### src/core/siwm_pkg.sv
package siwm_pkg;

    // Register indices on the plain register port.
    localparam logic [1:0] SIWM_ADDR_STATUS = 2'h0;
    localparam logic [1:0] SIWM_ADDR_CONTROL = 2'h1;
    localparam logic [1:0] SIWM_ADDR_PINS = 2'h2;

    // serial_status field positions.
    localparam int ST_START = 7;
    localparam int ST_WRAP = 6;
    localparam int ST_STOP = 5;
    localparam int ST_COLL = 4;
    localparam int ST_CNT_LO = 0;

    // serial_control field positions.
    localparam int CT_SIE = 7;
    localparam int CT_OIE = 6;
    localparam int CT_WM_LO = 4;
    localparam int CT_CS_LO = 2;
    localparam int CT_CLK = 1;
    localparam int CT_TC = 0;

    // Pin port register: port bits low, direction bits high.
    localparam int PN_DO = 0;
    localparam int PN_SDA = 1;
    localparam int PN_SCL = 2;
    localparam int PN_DIR_LO = 4;

    // Reset values.
    localparam logic [5:0] CONTROL_RST = 6'h00;
    localparam logic [7:0] PINS_RST = 8'h00;
    localparam logic [3:0] CNT_RST = 4'h0;
    localparam logic [3:0] CNT_MAX = 4'hF;
    localparam logic [7:0] RDATA_RST = 8'h00;

    typedef enum logic [1:0] {
        WM_OFF,
        WM_THREE,
        WM_TWO,
        WM_TWO_HOLD
    } siwm_wire_t;

    typedef enum logic [1:0] {
        CS_SOFT,
        CS_TIMER,
        CS_EXT_POS,
        CS_EXT_NEG
    } siwm_csel_t;

endpackage : siwm_pkg

### src/core/siwm_core.sv
`timescale 1ns/10ps
// Contract
// - Two-wire stop condition sets stop flag.
// - Stop flag clears by one; no interrupt.
// - Collision reads one when MSB differs pin.
// - Collision only meaningful in two-wire mode.
// - Counter readable in status, writes load it.
// - Counter increments from selected clock source.
// - External select plus strobe bit: toggle counts.
// - Wire mode off still counts external clock.
// - Start enable lets start flag interrupt.
// - Wrap enable lets wrap flag interrupt.
// - Wire mode changes outputs only, not inputs.
// - Mode zero: outputs, hold, detector disabled.
// - Three-wire: serial output replaces port bit.
// - Three-wire: input and clock stay ordinary.
// - Two-wire: open collector, enabled by direction.
// - SDA low when MSB or port zero.
// - SCL low when port zero or held.
// - Start holds SCL until flag cleared.
// - Two-wire disables pull-ups, inputs unaffected.
// - Mode three: wrap holds SCL until cleared.
// - Wrap flag sets on 15 to 0.
// - Two-wire start sets start flag.
module siwm_core
    import siwm_pkg::*;
(
    // Clock and reset.
    input wire logic I_MCLK,
    input wire logic I_RSTN,
    // Register port.
    input wire logic [1:0] I_ADDR,
    input wire logic [7:0] I_WDATA,
    input wire logic I_WR,
    input wire logic I_RD,
    output logic [7:0] O_RDATA,
    // Neighbouring logic on the same clock.
    input wire logic I_TIMER_MATCH,
    input wire logic I_GLOBAL_IE,
    input wire logic I_SHIFT_MSB,
    // Data line (serial_in_pin / SDA).
    input wire logic I_SDA_PIN,
    output logic O_SDA_OUT,
    output logic O_SDA_OE,
    output logic O_SDA_PU,
    // Clock line (serial_clock_pin / SCL).
    input wire logic I_SCL_PIN,
    output logic O_SCL_OUT,
    output logic O_SCL_OE,
    output logic O_SCL_PU,
    // Three-wire data output pin.
    output logic O_DO_OUT,
    output logic O_DO_OE,
    output logic O_DO_PU,
    // Interrupt requests.
    output logic O_START_IRQ,
    output logic O_WRAP_IRQ
);

    ////////////////////////////////////////////////////////////////////////
    // Storage.

    logic [5:0] ctrl_r;
    logic soft_strobe_bit_r;
    logic [7:0] pins_r;
    logic [3:0] edge_count_value_r;
    logic start_seen_flag_r;
    logic wrap_flag_r;
    logic stop_seen_flag_r;

    ////////////////////////////////////////////////////////////////////////
    // Pin synchronisers and line detectors.

    logic [1:0] line_s;
    wire sda_s = line_s[0];
    wire scl_s = line_s[1];
    logic det_start;
    logic det_stop;
    logic scl_edge;
    logic two_wire;

    siwm_sync #(.W(2)) u_sync (
        .i_clk(I_MCLK),
        .i_rst_n(I_RSTN),
        .i_async({I_SCL_PIN, I_SDA_PIN}),
        .o_sync(line_s)
    );

    siwm_line_det u_det (
        .i_clk(I_MCLK),
        .i_rst_n(I_RSTN),
        .i_sda(sda_s),
        .i_scl(scl_s),
        .i_enable(two_wire),
        .o_start(det_start),
        .o_stop(det_stop),
        .o_scl_edge(scl_edge)
    );

    ////////////////////////////////////////////////////////////////////////
    // Decode.

    wire wr_status = I_WR & (I_ADDR == SIWM_ADDR_STATUS);
    wire wr_ctrl = I_WR & (I_ADDR == SIWM_ADDR_CONTROL);
    wire wr_pins = I_WR & (I_ADDR == SIWM_ADDR_PINS);

    wire start_irq_enable = ctrl_r[CT_SIE-2];
    wire wrap_irq_enable = ctrl_r[CT_OIE-2];
    siwm_wire_t wire_mode_select;
    siwm_csel_t clock_source_select;
    assign wire_mode_select = siwm_wire_t'(ctrl_r[CT_WM_LO-1 -: 2]);
    assign clock_source_select = siwm_csel_t'(ctrl_r[CT_CS_LO-1 -: 2]);

    assign two_wire = wire_mode_select[1];
    wire three_wire = (wire_mode_select == WM_THREE);
    wire hold_mode = (wire_mode_select == WM_TWO_HOLD);
    wire ext_clock = clock_source_select[1];

    wire port_do = pins_r[PN_DO];
    wire port_sda = pins_r[PN_SDA];
    wire port_scl = pins_r[PN_SCL];
    wire dir_do = pins_r[PN_DIR_LO+PN_DO];
    wire dir_sda = pins_r[PN_DIR_LO+PN_SDA];
    wire dir_scl = pins_r[PN_DIR_LO+PN_SCL];

    ////////////////////////////////////////////////////////////////////////
    // Counter clock selection.

    wire soft_tick = (clock_source_select == CS_SOFT) & wr_ctrl & I_WDATA[CT_CLK];
    wire timer_tick = (clock_source_select == CS_TIMER) & I_TIMER_MATCH;
    // External clocking reads the synchronised pin in every wire mode.
    wire ext_tick = ext_clock & ~soft_strobe_bit_r & scl_edge;
    wire toggle_tick = ext_clock & soft_strobe_bit_r & wr_ctrl & I_WDATA[CT_TC];
    wire cnt_tick = soft_tick | timer_tick | ext_tick | toggle_tick;

    // A counter write in the same cycle as a tick wins and no wrap occurs.
    wire wrap_evt = cnt_tick & ~wr_status & (edge_count_value_r == CNT_MAX);
    wire [3:0] cnt_nxt = wr_status ? I_WDATA[3:0] :
        cnt_tick ? 4'(edge_count_value_r + 4'h1) : edge_count_value_r;

    ////////////////////////////////////////////////////////////////////////
    // Flags: a new event in the clearing cycle keeps the flag set.

    wire clr_start = wr_status & I_WDATA[ST_START];
    wire clr_wrap = wr_status & I_WDATA[ST_WRAP];
    wire clr_stop = wr_status & I_WDATA[ST_STOP];
    wire start_nxt = det_start | (start_seen_flag_r & ~clr_start);
    wire wrap_nxt = wrap_evt | (wrap_flag_r & ~clr_wrap);
    wire stop_nxt = det_stop | (stop_seen_flag_r & ~clr_stop);

    // Collision compares the shift MSB with the sensed line; outside the
    // two-wire modes the value is produced but carries no meaning.
    wire drive_collision_flag = sda_s ^ I_SHIFT_MSB;

    ////////////////////////////////////////////////////////////////////////
    // Pin drive.

    wire start_hold = two_wire & start_seen_flag_r;
    wire wrap_hold = hold_mode & wrap_flag_r;
    wire pins_toggle = wr_ctrl & I_WDATA[CT_TC];

    // Open-collector lines only ever drive low; the enable is the pull-down.
    wire sda_oe_nxt = two_wire ? (dir_sda & (~I_SHIFT_MSB | ~port_sda))
                               : dir_sda;
    wire sda_out_nxt = two_wire ? 1'b0 : port_sda;
    wire sda_pu_nxt = ~two_wire & ~dir_sda & port_sda;
    wire scl_oe_nxt = two_wire ? (dir_scl & (~port_scl | start_hold | wrap_hold))
                               : dir_scl;
    wire scl_out_nxt = two_wire ? 1'b0 : port_scl;
    wire scl_pu_nxt = ~two_wire & ~dir_scl & port_scl;
    wire do_out_nxt = three_wire ? I_SHIFT_MSB : port_do;
    wire do_pu_nxt = ~dir_do & port_do;

    ////////////////////////////////////////////////////////////////////////
    // Read path; unmapped indices read zero.

    wire [7:0] status_rd = {start_seen_flag_r, wrap_flag_r, stop_seen_flag_r,
                            drive_collision_flag, edge_count_value_r};
    // Strobe bits are write-only actions and always read back as zero.
    wire [7:0] ctrl_rd = {ctrl_r, 2'b00};
    wire [7:0] rd_mux = (I_ADDR == SIWM_ADDR_STATUS) ? status_rd :
                        (I_ADDR == SIWM_ADDR_CONTROL) ? ctrl_rd :
                        (I_ADDR == SIWM_ADDR_PINS) ? pins_r : RDATA_RST;
    wire [7:0] rdata_nxt = I_RD ? rd_mux : RDATA_RST;

    ////////////////////////////////////////////////////////////////////////
    // Registers.

    always_ff @(posedge I_MCLK or negedge I_RSTN) begin
        if (!I_RSTN) begin
            ctrl_r <= CONTROL_RST;
            soft_strobe_bit_r <= 1'b0;
        end else if (wr_ctrl) begin
            ctrl_r <= I_WDATA[7:2];
            soft_strobe_bit_r <= I_WDATA[CT_CLK];
        end
    end

    always_ff @(posedge I_MCLK or negedge I_RSTN) begin
        if (!I_RSTN) begin
            pins_r <= PINS_RST;
        end else if (wr_pins) begin
            pins_r <= I_WDATA;
        end else if (pins_toggle) begin
            pins_r[PN_SCL] <= ~port_scl;
        end
    end

    always_ff @(posedge I_MCLK or negedge I_RSTN) begin
        if (!I_RSTN) begin
            edge_count_value_r <= CNT_RST;
            start_seen_flag_r <= 1'b0;
            wrap_flag_r <= 1'b0;
            stop_seen_flag_r <= 1'b0;
        end else begin
            edge_count_value_r <= cnt_nxt;
            start_seen_flag_r <= start_nxt;
            wrap_flag_r <= wrap_nxt;
            stop_seen_flag_r <= stop_nxt;
        end
    end

    always_ff @(posedge I_MCLK or negedge I_RSTN) begin
        if (!I_RSTN) begin
            O_SDA_OUT <= 1'b0;
            O_SDA_OE <= 1'b0;
            O_SDA_PU <= 1'b0;
            O_SCL_OUT <= 1'b0;
            O_SCL_OE <= 1'b0;
            O_SCL_PU <= 1'b0;
        end else begin
            O_SDA_OUT <= sda_out_nxt;
            O_SDA_OE <= sda_oe_nxt;
            O_SDA_PU <= sda_pu_nxt;
            O_SCL_OUT <= scl_out_nxt;
            O_SCL_OE <= scl_oe_nxt;
            O_SCL_PU <= scl_pu_nxt;
        end
    end

    always_ff @(posedge I_MCLK or negedge I_RSTN) begin
        if (!I_RSTN) begin
            O_DO_OUT <= 1'b0;
            O_DO_OE <= 1'b0;
            O_DO_PU <= 1'b0;
            O_RDATA <= RDATA_RST;
        end else begin
            O_DO_OUT <= do_out_nxt;
            O_DO_OE <= dir_do;
            O_DO_PU <= do_pu_nxt;
            O_RDATA <= rdata_nxt;
        end
    end

    // The stop flag has no request path at all.
    always_ff @(posedge I_MCLK or negedge I_RSTN) begin
        if (!I_RSTN) begin
            O_START_IRQ <= 1'b0;
            O_WRAP_IRQ <= 1'b0;
        end else begin
            O_START_IRQ <= start_seen_flag_r & start_irq_enable & I_GLOBAL_IE;
            O_WRAP_IRQ <= wrap_flag_r & wrap_irq_enable & I_GLOBAL_IE;
        end
    end
endmodule : siwm_core

### src/core/siwm_line_det.sv
`timescale 1ns/10ps
module siwm_line_det (
    // Clock and reset.
    input wire logic i_clk,
    input wire logic i_rst_n,
    // Synchronised line levels.
    input wire logic i_sda,
    input wire logic i_scl,
    input wire logic i_enable,
    // One-cycle events.
    output logic o_start,
    output logic o_stop,
    output logic o_scl_edge
);

    logic sda_prev_r;
    logic scl_prev_r;
    wire scl_high = i_scl & scl_prev_r;

    always_ff @(posedge i_clk or negedge i_rst_n) begin
        if (!i_rst_n) begin
            sda_prev_r <= 1'b1;
            scl_prev_r <= 1'b1;
        end else begin
            sda_prev_r <= i_sda;
            scl_prev_r <= i_scl;
        end
    end

    // Both line changes are qualified by SCL high on two samples, so a
    // data change that races a clock edge is not mistaken for a condition.
    assign o_start = i_enable & scl_high & sda_prev_r & ~i_sda;
    assign o_stop = i_enable & scl_high & ~sda_prev_r & i_sda;
    // The edge detector ignores the wire mode, so no wire mode stops external counting.
    assign o_scl_edge = i_scl ^ scl_prev_r;

endmodule : siwm_line_det

### src/core/siwm_sync.sv
`timescale 1ns/10ps
module siwm_sync #(
    parameter int W = 2
) (
    // Clock and reset.
    input wire logic i_clk,
    input wire logic i_rst_n,
    // Asynchronous levels in, synchronised levels out.
    input wire logic [W-1:0] i_async,
    output logic [W-1:0] o_sync
);

    logic [W-1:0] meta_r;

    // The first stage feeds the second stage only. Both stages reset to the
    // idle high level of the pulled-up lines, so no false edge follows reset.
    always_ff @(posedge i_clk or negedge i_rst_n) begin
        if (!i_rst_n) begin
            meta_r <= '1;
            o_sync <= '1;
        end else begin
            meta_r <= i_async;
            o_sync <= meta_r;
        end
    end

endmodule : siwm_sync

### config.mk
export PLATFORM = sky130hd
export DESIGN_NAME = siwm_core
export DESIGN_NICKNAME = d
export VERILOG_FILES = /design/src/core/siwm_pkg.sv /design/src/core/siwm_core.sv /design/src/core/siwm_line_det.sv /design/src/core/siwm_sync.sv
export SDC_FILE = /design/constraint.sdc
export NUM_CORES = 1
export LEC_CHECK = 0
export ABC_CLOCK_PERIOD_IN_PS = 2200
export BUFFER_PORTS_ARGS = -buffer_cell sky130_fd_sc_hd__buf_2
export CAP_MARGIN = 25
export CORE_UTILIZATION = 35
export DETAILED_ROUTE_END_ITERATION = 8
export PLACE_DENSITY_LB_ADDON = 0.25
export SYNTH_ARGS = -nofsm -noshare
export SYNTH_HDL_FRONTEND = slang
export SYNTH_SLANG_ARGS = --single-unit
### constraint.sdc
create_clock -name I_MCLK -period 2.2 [get_ports I_MCLK]
set_clock_uncertainty 0.1 [all_clocks]
set_input_delay 0.55 -clock I_MCLK [delete_from_list [all_inputs] [get_ports I_MCLK]]
set_output_delay 0.55 -clock I_MCLK [all_outputs]
set_load 0.1 [all_outputs]
== Word-level counts from Yosys, hierarchy flattened ==
Index checks and enable logic that the tools add are counted.

* Register bits: 47
* Latch bits: 0
* RAM bits: 0
* Bits in read-only memories: 0
* Input port bits: 19
* Word-level logic and storage cells: 112
* Memories kept: 0

* Add/sub/neg operators: 1
* Multiply operators: 0
* Div/mod/pow operators: 0
* $lt $le $gt $ge: 0
* Equality and inequality tests: 6
* Shift operators: 0
* Mux-type cells: 13
* Bitwise logic cells: 64
* Reduce and logical (&&, ||, !) cells: 4

{| class="wikitable"
|+ Operators by type and width
! operator !! number
|-
| $and A1 B1 Y1 || 39
|-
| $mux W8 || 4
|-
| $not A1 Y1 || 14
|-
| $or A1 B1 Y1 || 9
|-
| $mux W4 || 2
|-
| $mux W1 || 7
|-
| $eq A2 B1 Y1 const B || 3
|-
| $add A4 B1 Y4 const B || 1
|-
| $eq A2 B2 Y1 const B || 2
|-
| $eq A4 B4 Y1 const B || 1
|-
| $logic_not A2 Y1 || 2
|-
| $reduce_bool A2 Y1 || 2
|-
| $xor A1 B1 Y1 || 2
|}

== Longest topological paths before layout ==
* Depth in word-level cells: 10
* Mapped depth: 6
* Gate-level depth less buffers: 5

== By module ==
A second synthesis with hierarchy kept.

* Cell total of the unflattened synthesis: 154
* Area total of the unflattened synthesis: 1,950.6 um2

{| class="wikitable"
|+ By module, submodules not included
! module !! times used !! cells each !! area each (um2) !! sequential area each (um2)
|-
| siwm_core || 1 || 145 || 1,760.4 || 1,026.0
|-
| siwm_sync || 1 || 4 || 105.1 || 105.1
|-
| siwm_line_det || 1 || 5 || 85.1 || 52.6
|}

== Worst setup path after synthesis ==
No wires, ideal clock.

* Kind: input port to flip-flop
* From: input I_ADDR[1]
* To: register edge_count_value_r[3]
* Library setup time: 0.082 ns
* Arrival time: 1.838 ns
* Required time: 2.018 ns
* Slack: 0.180 ns
* Stages: 5
* Path buffers: 1
* Cells stage by stage: buf_6 nand3b_4 o31a_4 or4_1 a31oi_1

* Longest elaborated chain between the ends: 8

{| class="wikitable"
|+ RTL lines
! element !! RTL line !! text
|-
| start: declaration || siwm_core.sv:32 || <nowiki>input wire logic [1:0] I_ADDR,</nowiki>
|-
| $eq A2 B1 Y1 || siwm_core.sv:104 || <nowiki>wire wr_ctrl = I_WR & (I_ADDR == SIWM_ADDR_CONTROL);</nowiki>
|-
| $and A1 B1 Y1 || siwm_core.sv:104 ||
|-
| $and A1 B1 Y1 (2 in a row) || siwm_core.sv:129 || <nowiki>wire soft_tick = (clock_source_select == CS_SOFT) & wr_ctrl & I_WDATA[CT_CLK];</nowiki>
|-
| $or A1 B1 Y1 (3 in a row) || siwm_core.sv:134 || <nowiki>wire cnt_tick = soft_tick | timer_tick | ext_tick | toggle_tick;</nowiki>
|-
| $reduce_bool A2 Y1 (no source line) || - ||
|-
| end signal: assignment || siwm_core.sv:216 || <nowiki>edge_count_value_r <= cnt_nxt;</nowiki>
|-
| end: declaration || siwm_core.sv:66 || <nowiki>logic [3:0] edge_count_value_r;</nowiki>
|}

Parallel ways exist; a longest one is shown, timed or not.
A chain may end at the register's enable or synchronous reset.

== Final worst setup path ==
* From: register u_sync.o_sync[1]
* To: register edge_count_value_r[3]

* Longest elaborated chain between the ends: 5

{| class="wikitable"
|+ RTL lines
! element !! RTL line !! text
|-
| start: declaration || siwm_sync.sv:10 || <nowiki>output logic [W-1:0] o_sync</nowiki>
|-
| start signal: assignment || siwm_sync.sv:23 || <nowiki>o_sync <= meta_r;</nowiki>
|-
| $xor A1 B1 Y1 || siwm_line_det.sv:35 || <nowiki>assign o_scl_edge = i_scl ^ scl_prev_r;</nowiki>
|-
| $and A1 B1 Y1 || siwm_core.sv:132 || <nowiki>wire ext_tick = ext_clock & ~soft_strobe_bit_r & scl_edge;</nowiki>
|-
| $or A1 B1 Y1 (2 in a row) || siwm_core.sv:134 ||
|-
| $reduce_bool A2 Y1 (no source line) || - ||
|}

Every way passes these cells.

==> flow_summary.json <==
{
  "status": "complete, no violations",
  "syn_area_mm2": 0.00198,
  "portBuffers": 37,
  "combinationalPowerShare_pct": 33.2,
  "rsz0062_at_grt": "false",
  "crit_slowest_cell": "dfstp_2",
  "tritoncts": "done",
  "place_ws_ns": 0.141,
  "gp_congestion": 0.781,
  "sequentialPowerShare_pct": 46.5,
  "cts.clk_slew.worst_paths_ns": 0.09,
  "crit_arrival_ns": 1.87,
  "synth_top_flop_cell": "dfrtp_1",
  "fin_util_pct": 44.4,
  "die_w_um": 77.2,
  "synth.yosys.seq_area_share_pct": 59.9,
  "leakage_nw": 1.12,
  "intPower_mw": 1.49,
  "drt_iter0_drc": 58,
  "cts_setup_buffers": 0,
  "fin_nets": 222,
  "stdcell_area_mm2": 0.00234,
  "postSynthCellCount": 158,
  "ys_top_cells_by_count": "dfrtp_1, mux2_2, nand2_1",
  "finalPower_mw": 2.51,
  "insertedDiodeCount": 0,
  "slew_violations": 0,
  "clk_latency_ns": 0.30,
  "start_util_pct": 37.5,
  "dp_cells": 264,
  "clock.fmax_mhz": 570,
  "first_global_vias": 1307,
  "cp_max_fo": 9,
  "ys_ff_latch": 47,
  "setup_viol": 0,
  "hp-class": "input port to async pin",
  "cts_buffers": 5,
  "die_h_um": 77.2,
  "ant_nets": 0,
  "instances_no_fill": 272,
  "grt_pass1_wl_mm": 6.55,
  "tightest_slew_ns": 0.583,
  "dr.pass1.iters": 4,
  "p_switching_mw": 1.02,
  "placed_area_mm2": 0.00226,
  "htree_num_levels": 2,
  "setup_slack_ns": 0.444,
  "holdWs_ns": 0.230,
  "rows": 26,
  "area_delta_synth_final_pct": 18.5,
  "synthDistinctLibCells": 35,
  "finalSetupTns_ns": 0,
  "ioPinCount": 38,
  "grt_max_degree": 48,
  "synth_area_leader_cell": "dfrtp_1",
  "required_ns": 2.32,
  "worst-setup-path-type": "flip-flop to flip-flop",
  "syn_area_per_cell_um2": 12.5,
  "path_buf_inv": 0,
  "die-area_mm2": 0.00595,
  "max_slew_margin_pct": 61.1,
  "synth_most_common_cell": "dfrtp_1",
  "drc": 0,
  "cts_buffer_depth": 2,
  "grt_use_total_pct": 14.4,
  "ys_warn_count": 0,
  "critical-path-top-delay-family": "flip-flops",
  "antenna_found_initial": 0,
  "clock_power_share_pct": 20.3,
  "layout_min_cycle_time_ns": 1.76,
  "hold_violations": 0,
  "viasPerCell": 4.79,
  "cts-resized-gates": 0,
  "final_layout_size_suffix_gt1_share_pct": 35.1,
  "yosys-top-cells-area": "dfrtp_1, dfstp_2, mux2_2",
  "routed_wl_mm": 3.86,
  "num_vias": 1304,
  "path_cells": "ha_1 > nand2b_1 > o211a_1 > or4_1 > a31oi_1",
  "synth_top_area_share_pct": 51.9,
  "powerDensity_mw_per_mm2": 1070,
  "cp-end-kind": "flip-flop",
  "clkSinkCount": 47,
  "root_buffer": "clkbuf_8",
  "min_period_over_period_pct": 79.8,
  "fill_cells": 546,
  "startpoint_type": "flip-flop",
  "slowest_delay_ns": 0.54,
  "async_flop_share_pct": 100,
  "cts_hold_buffers": 0,
  "synth_edf_count": 0,
  "post-dp-hpwl_mm": 2.73,
  "cap_viol_max_count": 0,
  "swShare_pct": 40.7,
  "core_mm2": 0.00527,
  "ir_drop_uv": 399,
  "grt.overflow.total": 0,
  "wl_per_cell_um": 14.2,
  "synth_nets": 179
}
==> layout make-up <==
type                            count  area [µm²]  area share (%)
Clock buffer                        6        72.6            3.10
Clock inverter                      2        13.8           0.588
Inverter                            4        15.0           0.641
Multi-Input combinational cell    101         747            31.9
Sequential cell                    47        1180            50.5
Tap cell                           70        87.6            3.74
Timing Repair Buffer               42         223            9.51
==> final timing paths <==
check                                 start                    end  slack (ns)  depth (start not counted)
setup / recovery           u_sync.o_sync[1]  edge_count_value_r[3]        0.44                          5
hold / removal                       I_RSTN             O_RDATA[2]        0.23                          2
setup reg to reg           u_sync.o_sync[1]  edge_count_value_r[3]        0.44                          5
hold reg to reg            u_sync.meta_r[1]       u_sync.o_sync[1]        0.26                          0
max in group asynchronous            I_RSTN      soft_strobe_bit_r        1.36                          2
min in group I_MCLK               I_SCL_PIN       u_sync.meta_r[1]        0.24                          1
==> flip-flops by register name, summed over array words and instances, names as in the netlist, 2 cells and up <==
signal and flops:
O_RDATA 8, ctrl_r 6, edge_count_value_r 4, pins_r 8, u_sync.meta_r 2, u_sync.o_sync 2
==> kinds of logic (layout without fill, tap and decap cells) <==
kind of cell,after synthesis,in the layout,synth area share [%]
buffers and inverters,10,54,2.34
adders and majority gates,2,2,1.27
DFF,47,47,59.9
and+or+nand+nor,53,53,16.4
AOI/OAI and AO/OA,23,23,7.78
muxes,21,21,11.5
xor gates and xnor gates,2,2,0.886
==> cell usage in the layout (no fill, tap or decap), types with 5 or more instances in the layout <==
cell type   n
and2_1      7
buf_2      37
buf_4       5
clkbuf_8    5
dfrtp_1    41
dfstp_2     6
mux2_2     13
mux2i_1     8
nand2_1    10
nand3b_1    7
nor2_1      6
o21ai_0     9
==> per-layer routing <==
metal	vias up	track usage [%]	part of all wire [%]
met4	0	5.47	2.0
met2	28	21.9	45
li1	641	-	-
met5	-	0	0
met3	7	4.29	3.6
met1	628	19.2	49
==> power groups by stage <==
| stage | clock (mW) | combinational (mW) | sequential [mW] |
|---|---|---|---|
| global placement | 0 | 0.832 | 1.18 |
| finish | 0.510 | 0.832 | 1.17 |
| detailed placement | 0 | 0.838 | 1.18 |
| floorplan | 0 | 0.283 | 1.55 |
| CTS | 0.531 | 0.840 | 1.16 |
| global route | 0.567 | 0.886 | 1.19 |
Power figures use the tool's default switching activity.
